`src/rtl/add_exec_pkg.sv`:
```
// Constants, types and register map for the add execution block
package add_exec_pkg;

    // Instruction fields
    localparam int unsigned INSTR_W    = 16;
    localparam int unsigned DATA_W     = 8;
    localparam int unsigned ADDR_W     = 12;
    localparam int unsigned BANK_W     = 4;
    localparam int unsigned NIB_W      = 4;
    localparam int unsigned DEST_BIT   = 9;
    localparam int unsigned ACCSEL_BIT = 8;

    // Opcodes
    localparam logic [7:0]  OPC_LIT  = 8'h0f;
    localparam logic [5:0]  OPC_ADD  = 6'h09;
    localparam logic [5:0]  OPC_ADDC = 6'h08;
    localparam logic [11:0] OPC_BANK = 12'h010;

    // Addressing
    localparam logic [7:0]  IDX_LIMIT     = 8'h5f;
    localparam logic [3:0]  ACCESS_LO_PG  = 4'h0;
    localparam logic [3:0]  ACCESS_HI_PG  = 4'hf;

    // Register bus
    localparam int unsigned AXI_ADDR_W   = 5;
    localparam logic [4:0]  REG_CTRL     = 5'h00;
    localparam logic [4:0]  REG_BANK     = 5'h04;
    localparam logic [4:0]  REG_ACC      = 5'h08;
    localparam logic [4:0]  REG_FLAGS    = 5'h0c;
    localparam logic [4:0]  REG_INDEX    = 5'h10;
    localparam logic [1:0]  RESP_OKAY    = 2'h0;
    localparam logic [1:0]  RESP_SLVERR  = 2'h2;

    // Reset values
    localparam logic [7:0]  ACC_RST   = 8'h00;
    localparam logic [3:0]  BANK_RST  = 4'h0;
    localparam logic [11:0] INDEX_RST = 12'h000;
    localparam logic        EXT_RST   = 1'b0;

    // Status flags, carry in bit 0
    typedef struct packed {
        logic n;
        logic overflow_flag;
        logic z;
        logic digit_carry_flag;
        logic c;
    } flags_type;

    localparam flags_type FLAGS_RST = '0;

    // Data memory request
    typedef struct packed {
        logic [11:0] addr;
        logic        rd;
        logic        we;
        logic [7:0]  wdata;
    } mem_req_type;

    typedef enum logic [1:0] {PH_Q1, PH_Q2, PH_Q3, PH_Q4} phase_type;

    typedef enum logic [2:0] {
        OP_NONE, OP_LIT, OP_ADD, OP_ADDC, OP_BANK
    } op_type;

endpackage

```
`src/rtl/add_nibble.sv`:
```
// Four-bit adder slice with carry in and carry out
`timescale 1ns/1ps
module add_nibble
(
    // Operands
    input  wire logic [3:0] a_i,
    input  wire logic [3:0] b_i,
    input  wire logic       cin_i,
    // Result
    output logic      [3:0] sum_o,
    output logic            cout_o
);
    logic [4:0] full;

    assign full   = {1'b0, a_i} + {1'b0, b_i} + {4'h0, cin_i};
    assign sum_o  = full[3:0];
    assign cout_o = full[4];
endmodule

```
`src/rtl/add_exec.sv`:
```
// Add instruction execution datapath with AXI4-Lite register access
// Functional notes
// - Literal add puts W plus 8-bit immediate into W; opcode 0000 1111
// - File add sums W and memory byte; opcode 0010 01da ffff ffff
// - Add with carry sums W, memory byte and carry; opcode 0010 00da
// - Destination bit 0 writes W, 1 writes the file byte back
// - Access bit 0 uses access bank; 1 uses bank select register
// - Extended set, access bit 0, address up to 5Fh: indexed offset
// - All three adds update negative, overflow, carry, digit carry, zero flags
// - Each add is one word and one instruction cycle
// - Decode Q1, read operand Q2, compute Q3, write destination Q4
// - File address is 8 bits; destination and access are one bit each
// - Bank select register is 4 bits, loaded by move-literal instruction
//
// Design decisions made here: the AXI4-Lite register port and the placing of the registers.
`timescale 1ns/1ps
module add_exec
    import add_exec_pkg::*;
(
    // Clock, reset, enable
    input  wire logic                         clk_sys_i,
    input  wire logic                         sys_rst_i,
    input  wire logic                         ce_i,
    // Instruction fetch
    input  wire logic [15:0]                  instr_i,
    input  wire logic                         instr_valid_i,
    output logic                              instr_ready_o,
    output logic                              done_o,
    // Data memory
    output add_exec_pkg::mem_req_type         mem_req_o,
    input  wire logic [7:0]                   mem_rdata_i,
    // Flags
    output add_exec_pkg::flags_type           flags_o,
    // AXI4-Lite write
    input  wire logic [4:0]                   s_axi_awaddr_i,
    input  wire logic                         s_axi_awvalid_i,
    output logic                              s_axi_awready_o,
    input  wire logic [31:0]                  s_axi_wdata_i,
    input  wire logic [3:0]                   s_axi_wstrb_i,
    input  wire logic                         s_axi_wvalid_i,
    output logic                              s_axi_wready_o,
    output logic [1:0]                        s_axi_bresp_o,
    output logic                              s_axi_bvalid_o,
    input  wire logic                         s_axi_bready_i,
    // AXI4-Lite read
    input  wire logic [4:0]                   s_axi_araddr_i,
    input  wire logic                         s_axi_arvalid_i,
    output logic                              s_axi_arready_o,
    output logic [31:0]                       s_axi_rdata_o,
    output logic [1:0]                        s_axi_rresp_o,
    output logic                              s_axi_rvalid_o,
    input  wire logic                         s_axi_rready_i
);
    import add_exec_pkg::*;

    phase_type   phase_r;
    op_type      op_r;
    op_type      op_nxt;
    logic [15:0] instr_r;
    logic        dest_r;
    logic        ready_r;
    logic        done_r;
    mem_req_type mem_r;
    logic [11:0] addr_nxt;
    logic [7:0]  acc_r;
    logic [3:0]  bank_r;
    logic [11:0] index_r;
    logic        ext_r;
    flags_type   flags_r;
    flags_type   flags_calc;
    flags_type   res_flags_r;
    logic [7:0]  result_r;
    logic [7:0]  add_b;
    logic        add_cin;
    logic [7:0]  sum;
    logic        c3;
    logic        c7;
    logic        take_w;
    logic        commit_w;
    logic        is_add_r;
    logic [7:0]  f_fld;
    logic        d_fld;
    logic        a_fld;
    // Bus side
    logic        aw_held_r;
    logic        w_held_r;
    logic [4:0]  aw_addr_r;
    logic [31:0] w_data_r;
    logic [3:0]  w_strb_r;
    logic        awready_r;
    logic        wready_r;
    logic        bvalid_r;
    logic [1:0]  bresp_r;
    logic        arready_r;
    logic        rvalid_r;
    logic [1:0]  rresp_r;
    logic [31:0] rdata_r;
    logic [31:0] rd_nxt;
    logic        rd_err;
    logic        bus_wr;
    logic        wr_err;
    logic        lane0;

    ////////////////////////////////////////////////////////////////////
    // Decode and addressing
    assign take_w   = ce_i && (phase_r == PH_Q1) && instr_valid_i;
    assign commit_w = ce_i && (phase_r == PH_Q4);
    assign f_fld = instr_i[7:0];
    assign d_fld = instr_i[DEST_BIT];
    assign a_fld = instr_i[ACCSEL_BIT];

    always_comb
    begin
        op_nxt = OP_NONE;
        if (instr_i[15:8] == OPC_LIT)
            op_nxt = OP_LIT;
        else if (instr_i[15:10] == OPC_ADD)
            op_nxt = OP_ADD;
        else if (instr_i[15:10] == OPC_ADDC)
            op_nxt = OP_ADDC;
        else if (instr_i[15:4] == OPC_BANK)
            op_nxt = OP_BANK;
    end

    always_comb
    begin
        if (a_fld)
            addr_nxt = {bank_r, f_fld};
        else if (ext_r && (f_fld <= IDX_LIMIT))
            addr_nxt = index_r + {ACCESS_LO_PG, f_fld};
        else if (f_fld <= IDX_LIMIT)
            addr_nxt = {ACCESS_LO_PG, f_fld};
        else
            addr_nxt = {ACCESS_HI_PG, f_fld};
    end

    ////////////////////////////////////////////////////////////////////
    // Phase sequencer
    // four phases
    always_ff @(posedge clk_sys_i)
    begin
        if (sys_rst_i)
            phase_r <= PH_Q1;
        else if (ce_i)
        begin
            case (phase_r)
                PH_Q1:   phase_r <= PH_Q2;
                PH_Q2:   phase_r <= PH_Q3;
                PH_Q3:   phase_r <= PH_Q4;
                PH_Q4:   phase_r <= PH_Q1;
                default: phase_r <= PH_Q1;
            endcase
        end
    end

    always_ff @(posedge clk_sys_i)
    begin
        if (sys_rst_i)
        begin
            ready_r <= 1'b1;
            done_r  <= 1'b0;
        end
        else if (ce_i)
        begin
            ready_r <= (phase_r == PH_Q4);
            done_r  <= (phase_r == PH_Q4) && (op_r != OP_NONE);
        end
    end

    always_ff @(posedge clk_sys_i)
    begin
        if (sys_rst_i)
        begin
            op_r     <= OP_NONE;
            instr_r  <= '0;
            dest_r   <= 1'b0;
            is_add_r <= 1'b0;
        end
        else if (ce_i && (phase_r == PH_Q1))
        begin
            op_r     <= take_w ? op_nxt : OP_NONE;
            instr_r  <= instr_i;
            dest_r   <= take_w && d_fld && (op_nxt inside {OP_ADD, OP_ADDC});
            is_add_r <= take_w && (op_nxt inside {OP_LIT, OP_ADD, OP_ADDC});
        end
    end

    ////////////////////////////////////////////////////////////////////
    // Adder and flags
    assign add_b   = (op_r == OP_LIT) ? instr_r[7:0] : mem_rdata_i;
    assign add_cin = (op_r == OP_ADDC) && flags_r.c;

    add_nibble u_lo
    (
        .a_i    (acc_r[3:0]),
        .b_i    (add_b[3:0]),
        .cin_i  (add_cin),
        .sum_o  (sum[3:0]),
        .cout_o (c3)
    );

    add_nibble u_hi
    (
        .a_i    (acc_r[7:4]),
        .b_i    (add_b[7:4]),
        .cin_i  (c3),
        .sum_o  (sum[7:4]),
        .cout_o (c7)
    );

    always_comb
    begin
        flags_calc.c                = c7;
        flags_calc.digit_carry_flag = c3;
        flags_calc.overflow_flag    = (acc_r[7] ^ add_b[7] ^ sum[7]) ^ c7;
        flags_calc.n                = sum[7];
        flags_calc.z                = (sum == '0);
    end

    always_ff @(posedge clk_sys_i)
    begin
        if (sys_rst_i)
        begin
            result_r    <= '0;
            res_flags_r <= FLAGS_RST;
        end
        else if (ce_i && (phase_r == PH_Q3))
        begin
            result_r    <= sum;
            res_flags_r <= flags_calc;
        end
    end

    ////////////////////////////////////////////////////////////////////
    // Data memory port
    // read in Q2, write in Q4
    always_ff @(posedge clk_sys_i)
    begin
        if (sys_rst_i)
            mem_r <= '0;
        else if (ce_i)
        begin
            case (phase_r)
                PH_Q1:
                begin
                    mem_r.addr <= addr_nxt;
                    mem_r.rd   <= take_w && (op_nxt inside {OP_ADD, OP_ADDC});
                end
                PH_Q2:
                    mem_r.rd <= 1'b0;
                PH_Q3:
                begin
                    mem_r.we    <= dest_r;
                    mem_r.wdata <= sum;
                end
                PH_Q4:
                    mem_r.we <= 1'b0;
                default:
                    mem_r <= '0;
            endcase
        end
    end

    ////////////////////////////////////////////////////////////////////
    // Architectural registers, core update wins over bus write
    assign lane0 = w_strb_r[0];

    always_ff @(posedge clk_sys_i)
    begin
        if (sys_rst_i)
            acc_r <= ACC_RST;
        else if (commit_w && is_add_r && !dest_r)
            acc_r <= result_r;
        else if (bus_wr && (aw_addr_r == REG_ACC) && lane0)
            acc_r <= w_data_r[7:0];
    end

    always_ff @(posedge clk_sys_i)
    begin
        if (sys_rst_i)
            flags_r <= FLAGS_RST;
        else if (commit_w && is_add_r)
            flags_r <= res_flags_r;
        else if (bus_wr && (aw_addr_r == REG_FLAGS) && lane0)
            flags_r <= w_data_r[4:0];
    end

    always_ff @(posedge clk_sys_i)
    begin
        if (sys_rst_i)
            bank_r <= BANK_RST;
        else if (commit_w && (op_r == OP_BANK))
            bank_r <= instr_r[3:0];
        else if (bus_wr && (aw_addr_r == REG_BANK) && lane0)
            bank_r <= w_data_r[3:0];
    end

    always_ff @(posedge clk_sys_i)
    begin
        if (sys_rst_i)
        begin
            ext_r   <= EXT_RST;
            index_r <= INDEX_RST;
        end
        else if (bus_wr)
        begin
            if ((aw_addr_r == REG_CTRL) && lane0)
                ext_r <= w_data_r[0];
            if ((aw_addr_r == REG_INDEX) && lane0)
                index_r[7:0] <= w_data_r[7:0];
            if ((aw_addr_r == REG_INDEX) && w_strb_r[1])
                index_r[11:8] <= w_data_r[11:8];
        end
    end

    ////////////////////////////////////////////////////////////////////
    // AXI4-Lite write channel
    assign bus_wr = ce_i && aw_held_r && w_held_r && !bvalid_r;
    assign wr_err = !(aw_addr_r inside
                      {REG_CTRL, REG_BANK, REG_ACC, REG_FLAGS, REG_INDEX});

    always_ff @(posedge clk_sys_i)
    begin
        if (sys_rst_i)
        begin
            aw_held_r <= 1'b0;
            w_held_r  <= 1'b0;
            aw_addr_r <= '0;
            w_data_r  <= '0;
            w_strb_r  <= '0;
            awready_r <= 1'b1;
            wready_r  <= 1'b1;
            bvalid_r  <= 1'b0;
            bresp_r   <= RESP_OKAY;
        end
        else if (ce_i)
        begin
            if (s_axi_awvalid_i && awready_r)
            begin
                aw_held_r <= 1'b1;
                aw_addr_r <= s_axi_awaddr_i;
                awready_r <= 1'b0;
            end
            if (s_axi_wvalid_i && wready_r)
            begin
                w_held_r <= 1'b1;
                w_data_r <= s_axi_wdata_i;
                w_strb_r <= s_axi_wstrb_i;
                wready_r <= 1'b0;
            end
            if (bus_wr)
            begin
                aw_held_r <= 1'b0;
                w_held_r  <= 1'b0;
                bvalid_r  <= 1'b1;
                bresp_r   <= wr_err ? RESP_SLVERR : RESP_OKAY;
            end
            if (bvalid_r && s_axi_bready_i)
            begin
                bvalid_r  <= 1'b0;
                awready_r <= 1'b1;
                wready_r  <= 1'b1;
            end
        end
    end

    ////////////////////////////////////////////////////////////////////
    // AXI4-Lite read channel
    always_comb
    begin
        rd_nxt = '0;
        rd_err = 1'b0;
        case (s_axi_araddr_i)
            REG_CTRL:  rd_nxt[0]    = ext_r;
            REG_BANK:  rd_nxt[3:0]  = bank_r;
            REG_ACC:   rd_nxt[7:0]  = acc_r;
            REG_FLAGS: rd_nxt[4:0]  = flags_r;
            REG_INDEX: rd_nxt[11:0] = index_r;
            default:   rd_err       = 1'b1;
        endcase
    end

    always_ff @(posedge clk_sys_i)
    begin
        if (sys_rst_i)
        begin
            arready_r <= 1'b1;
            rvalid_r  <= 1'b0;
            rresp_r   <= RESP_OKAY;
            rdata_r   <= '0;
        end
        else if (ce_i)
        begin
            if (s_axi_arvalid_i && arready_r)
            begin
                arready_r <= 1'b0;
                rvalid_r  <= 1'b1;
                rdata_r   <= rd_nxt;
                rresp_r   <= rd_err ? RESP_SLVERR : RESP_OKAY;
            end
            else if (rvalid_r && s_axi_rready_i)
            begin
                rvalid_r  <= 1'b0;
                arready_r <= 1'b1;
            end
        end
    end

    ////////////////////////////////////////////////////////////////////
    // Outputs
    assign instr_ready_o   = ready_r;
    assign done_o          = done_r;
    assign mem_req_o       = mem_r;
    assign flags_o         = flags_r;
    assign s_axi_awready_o = awready_r;
    assign s_axi_wready_o  = wready_r;
    assign s_axi_bvalid_o  = bvalid_r;
    assign s_axi_bresp_o   = bresp_r;
    assign s_axi_arready_o = arready_r;
    assign s_axi_rvalid_o  = rvalid_r;
    assign s_axi_rresp_o   = rresp_r;
    assign s_axi_rdata_o   = rdata_r;
endmodule

```
`config.mk`:
```
export PLATFORM = sky130hd
export DESIGN_NAME = add_exec
export DESIGN_NICKNAME = d
export VERILOG_FILES = /design/src/rtl/add_exec_pkg.sv /design/src/rtl/add_nibble.sv /design/src/rtl/add_exec.sv
export SDC_FILE = /design/constraint.sdc
export NUM_CORES = 1
export LEC_CHECK = 0
export ABC_AREA = 1
export BUFFER_PORTS_ARGS = -buffer_cell sky130_fd_sc_hd__buf_2
export CAP_MARGIN = 10
export CORE_AREA = 2 2 104 106
export DETAILED_ROUTE_END_ITERATION = 7
export DIE_AREA = 0 0 106 108
export PLACE_DENSITY = 0.85
export SKIP_CTS_REPAIR_TIMING = 1
export SLEW_MARGIN = 20
export SYNTH_ARGS = -nofsm -noshare
export SYNTH_HDL_FRONTEND = slang
export SYNTH_SLANG_ARGS = --single-unit
```
`constraint.sdc`:
```
create_clock -name clk_sys_i -period 5.65 [get_ports clk_sys_i]
set_input_delay 1.13 -clock clk_sys_i [delete_from_list [all_inputs] [get_ports clk_sys_i]]
set_output_delay 1.13 -clock clk_sys_i [all_outputs]
set_load 0.01 [all_outputs]
```
==> results.txt <==
The worst-case vdd ir drop is 0.1768 mV. The transition at the pin with the smallest max-transition slack came out at 0.7089 ns. The via count came out at 5750.

The first global-routing pass estimated 25.57 mm of wire. The post-DP HPWL came out at 11.35 mm. The critical path capture point type is a register. The number of antenna diodes in the final layout is 0. The clock skew came out at about 0.011 ns. The met2 routed wirelength is around 7.6 mm. The critical-path cell with the highest stage delay is fa_1. Across the run, the number of max-cap violations was 0.

The cell count after synthesis came out at 804. The sum of met3 wire segment lengths after detailed routing is around 1.2 mm. The final critical-path share of the clock period is a little over three fifths. The share of flip-flops with an asynchronous set or reset after synthesis came out at 0%.

The H-tree depth reported by CTS came out at 4. The fraction of final layout cells sized beyond drive strength 1 came out at 18.07%. The destination of the worst hold path is instr_r[6].

The critical path goes through nand3b_1, a21oi_1, fa_1, inv_1, fa_1, nand3_1, nand2_1, fa_1, fa_1, nand2_1, nand2_1, a21oi_1, xnor2_1, o21ai_0, inv_1. The placement row count is 37. The power per cell area is 309.4 nW/um^2. The count of buffers inserted at the top-level ports came out at around 100.

For this design, the sink count on the clock tree is roughly 110. The highest attainable clock frequency came out at approximately 280 MHz. In this run the register-to-register setup slack is 2.11 ns.

Measured against its own limit, the worst slew margin works out to 52.63%. The number of warning messages in the yosys log came out at 0. TritonCTS built the clock tree. The total congestion overflow came out at 0. On the worst path, the slowest cell contributes a delay of 0.45 ns. The dominant synthesized flop cell is dfxtp_1. After synthesis the netlist holds a flip-flop and latch count of roughly 110. The run finished with clean final reports. The highest layer touched by signal routing is met4. The die boundary width came out at around 110 um.

The via count of the first global-routing pass came out at 5345. The data arrival time of the critical path is slightly below 4 ns. The violation count after the first detailed-routing iteration came out at 416. Counting instances, the worst hold path has a depth of 2. The worst flop-to-flop path startpoint is op_r[1]. The average wire per standard cell came out at 15.32 um. The largest buffer count on any clock path is 2.

Ranked by total cell area, the synthesized netlist is headed by dfxtp_1 39%, o21ai_0 9.1%, nand2_1 8.9%. The clock transition at the register clock pins on the worst setup and hold paths after CTS came out at 0.07 ns. The wire length reported by the detailed router came out at approximately 16 mm.

The proportion of netlist area held by the largest area contributor came out at 38.72%. The worst-path maximum fanout came out at 15. Each instance of the synthesized netlist takes up on average 7.268 sq um.

Setup repair after global routing left no endpoint under its margin. The final period demand of the worst path is 3.536 ns. The unique cell type count in the Yosys netlist is between 40 and 50. The synthesized design contains 0 enable-type register cells. The utilization after layout is between 60 and 70%. The final weighted congestion of routability-driven global placement came out at ~0.9. The final-layout setup total negative slack is 0 ns. Counting the buffers created by CTS gives 17. The completed layout was analyzed and its total power is around 2.1 mW. In this run the static leakage power is 3.289 nW. The initial antenna violation count came out at 0. The initial utilization of the core area, before any placement, comes to 57.11%.

The synthesis-to-finish area growth is 18.12%. The total buffers and inverters traversed by the critical path is 2. The cell that appears most often on the critical path is fa_1. STA classifies the critical path startpoint as a register. The first-pass detailed-route iteration total is 5.

The final number of hold-violating endpoints came out at 0. The worst register-to-register path ends at res_flags_r[3]. The tree is rooted in a clkbuf_8. The data required time at the worst endpoint is 6.07 ns. The floorplan die area came out at 11450 sq um. For this block, wires on met1 add up to 6.689 mm. The die is 108 um tall. In the global route stage, overall resource usage came out at 28.43%.

After routing the design area is 6902 sq um. The count of nets left with antenna violations once routing finished came out at 0. For this run, the register share of the synthesized area comes to 38.72%.

The number of primary I/O pins is about 150. The type of the most critical hold path is register to register. The post-synthesis cell area is slightly below 6000 sq um. Broken down by cell family, the worst path's largest delay share belongs to adder cells. The floorplan step defined a core boundary enclosing just over 10000 sq um. The number of pins exceeding their max-slew limit in the final report came out at 0.

The number of failing setup endpoints in the final timing report came out at 0. The instance area at placement is roughly 6300 sq um. The largest total area in the synthesized netlist belongs to dfxtp_1. The number of nets at the end of the flow came out at around 1000. For the worst flop-to-flop path, the logic depth is 15. The number of vias per cell after detailed routing is 5.481. The latest clock arrival within the worst-skew pair is between 0.5 and 0.6 ns. The worst setup path is of the register to register kind.

For this run, design rule violations remaining after detail routing come to 0. The pin count of the biggest net entering global routing is 78. In this run the most critical hold path is launched from instr_r[6].
worst min-delay path: cells and delay by family, from the launching register on:
kind	cells	cell delay, ns
AOI/OAI and AO/OA	1	0.05
DFF	1	0.29
buffers and inverters	1	0.06
power breakdown:
group	internal, mW	switching (mW)	total [mW]
clock network	0.642	0.431	1.07
registers	0.835	0.0236	0.859
logic	0.0699	0.134	0.204
area by class of cell:
cell class	instances	area, sq um
repair buffers	105	528.0
clock inverters	15	173.9
flip-flops and latches	113	2262
clock buffers	17	414.1
fillers	865	3329
multi-input cells	562	2974
inverters	101	379.1
well taps	136	170.2
per-layer routing:
| metal | vias up | track usage (%) |
|---|---|---|
| met5 | - | 0 |
| met4 | 0 | 12.88 |
| met1 | 2631 | 35.45 |
| met3 | 54 | 5.063 |
| met2 | 263 | 48.29 |
| li1 | 2802 | - |
stage by stage:
stage	worst slack [ns]	instances	hold slack, ns
final	2.114	1049	0.4545
after CTS	2.147	1049	0.4561
after floorplan	2.121	825	0.4247
after global placement	1.858	1017	0.4381
after detailed placement	1.783	1017	0.4478
after global routing	1.829	1049	0.4845
Yosys cell counts, types with 3 or more instances:
cell / number
clkbuf_1: 12
nor3_1: 5
ha_1: 18
buf_4: 24
nand3b_1: 5
o21ai_0: 106
o211ai_1: 9
nand3_1: 40
nand4_1: 9
nor4_1: 3
xnor2_1: 3
nor2_1: 72
inv_2: 6
xor2_1: 5
nand2_4: 4
a31oi_1: 4
nand2_1: 139
buf_2: 8
mux2_2: 4
inv_1: 95
dfxtp_1: 113
fa_1: 5
a21oi_1: 86
buf_6: 3
cell usage in the layout, fill, tap and decap left out, types with 4 or more instances in the layout:
| master | netlist | routed |
|---|---|---|
| fa_1 | 5 | 5 |
| nand2_1 | 139 | 139 |
| nand4_1 | 9 | 9 |
| mux2_2 | 4 | 4 |
| xor2_1 | 5 | 5 |
| nor2_1 | 72 | 72 |
| inv_1 | 95 | 94 |
| nand3b_1 | 5 | 5 |
| clkbuf_16 | 0 | 16 |
| clkinv_4 | 0 | 4 |
| inv_6 | 0 | 5 |
| nand2_4 | 4 | 4 |
| buf_2 | 8 | 104 |
| inv_2 | 6 | 7 |
| o211ai_1 | 9 | 9 |
| a31oi_1 | 4 | 4 |
| conb_1 | 1 | 22 |
| nand3_1 | 40 | 40 |
| nor3_1 | 5 | 5 |
| o21ai_0 | 106 | 106 |
| dfxtp_1 | 113 | 113 |
| a21oi_1 | 86 | 86 |
| ha_1 | 18 | 18 |
logic make-up (layout without fill, tap and decap cells):
| kind of cell | after synthesis | in the layout | synth area share (%) |
|---|---|---|---|
| simple gates | 286 | 286 | 22.14 |
| compound gates | 219 | 219 | 19.81 |
| fa+ha+maj | 23 | 23 | 5.568 |
| mux | 4 | 4 | 0.7708 |
| flops | 113 | 113 | 38.72 |
| other cells | 1 | 22 | 0.06418 |
| xor+xnor | 8 | 8 | 1.199 |
| buf+inv | 150 | 238 | 11.73 |
state kept, by name, indices dropped and copies added, names as in the netlist, 3 cells and up:
name	flops
index_r	12
bank_r	4
s_axi_rdata_o	12
instr_r	8
aw_addr_r	5
acc_r	8
result_r	7
w_data_r	12
res_flags_r	5
flags_o	5
mem_req_o	14
op_r	3
worst max path at each step:
stage | start | end | slack, ns | cells after the start
detailed placement | mem_rdata_i[0] | res_flags_r[3] | 1.78 | 15
finish | op_r[1] | res_flags_r[3] | 2.11 | 15
global placement | mem_rdata_i[0] | res_flags_r[3] | 1.86 | 15
global route | op_r[1] | res_flags_r[3] | 1.83 | 15
CTS | op_r[1] | res_flags_r[3] | 2.15 | 15
floorplan | mem_rdata_i[0] | res_flags_r[3] | 2.12 | 14
(Power assumes the default switching activity.)
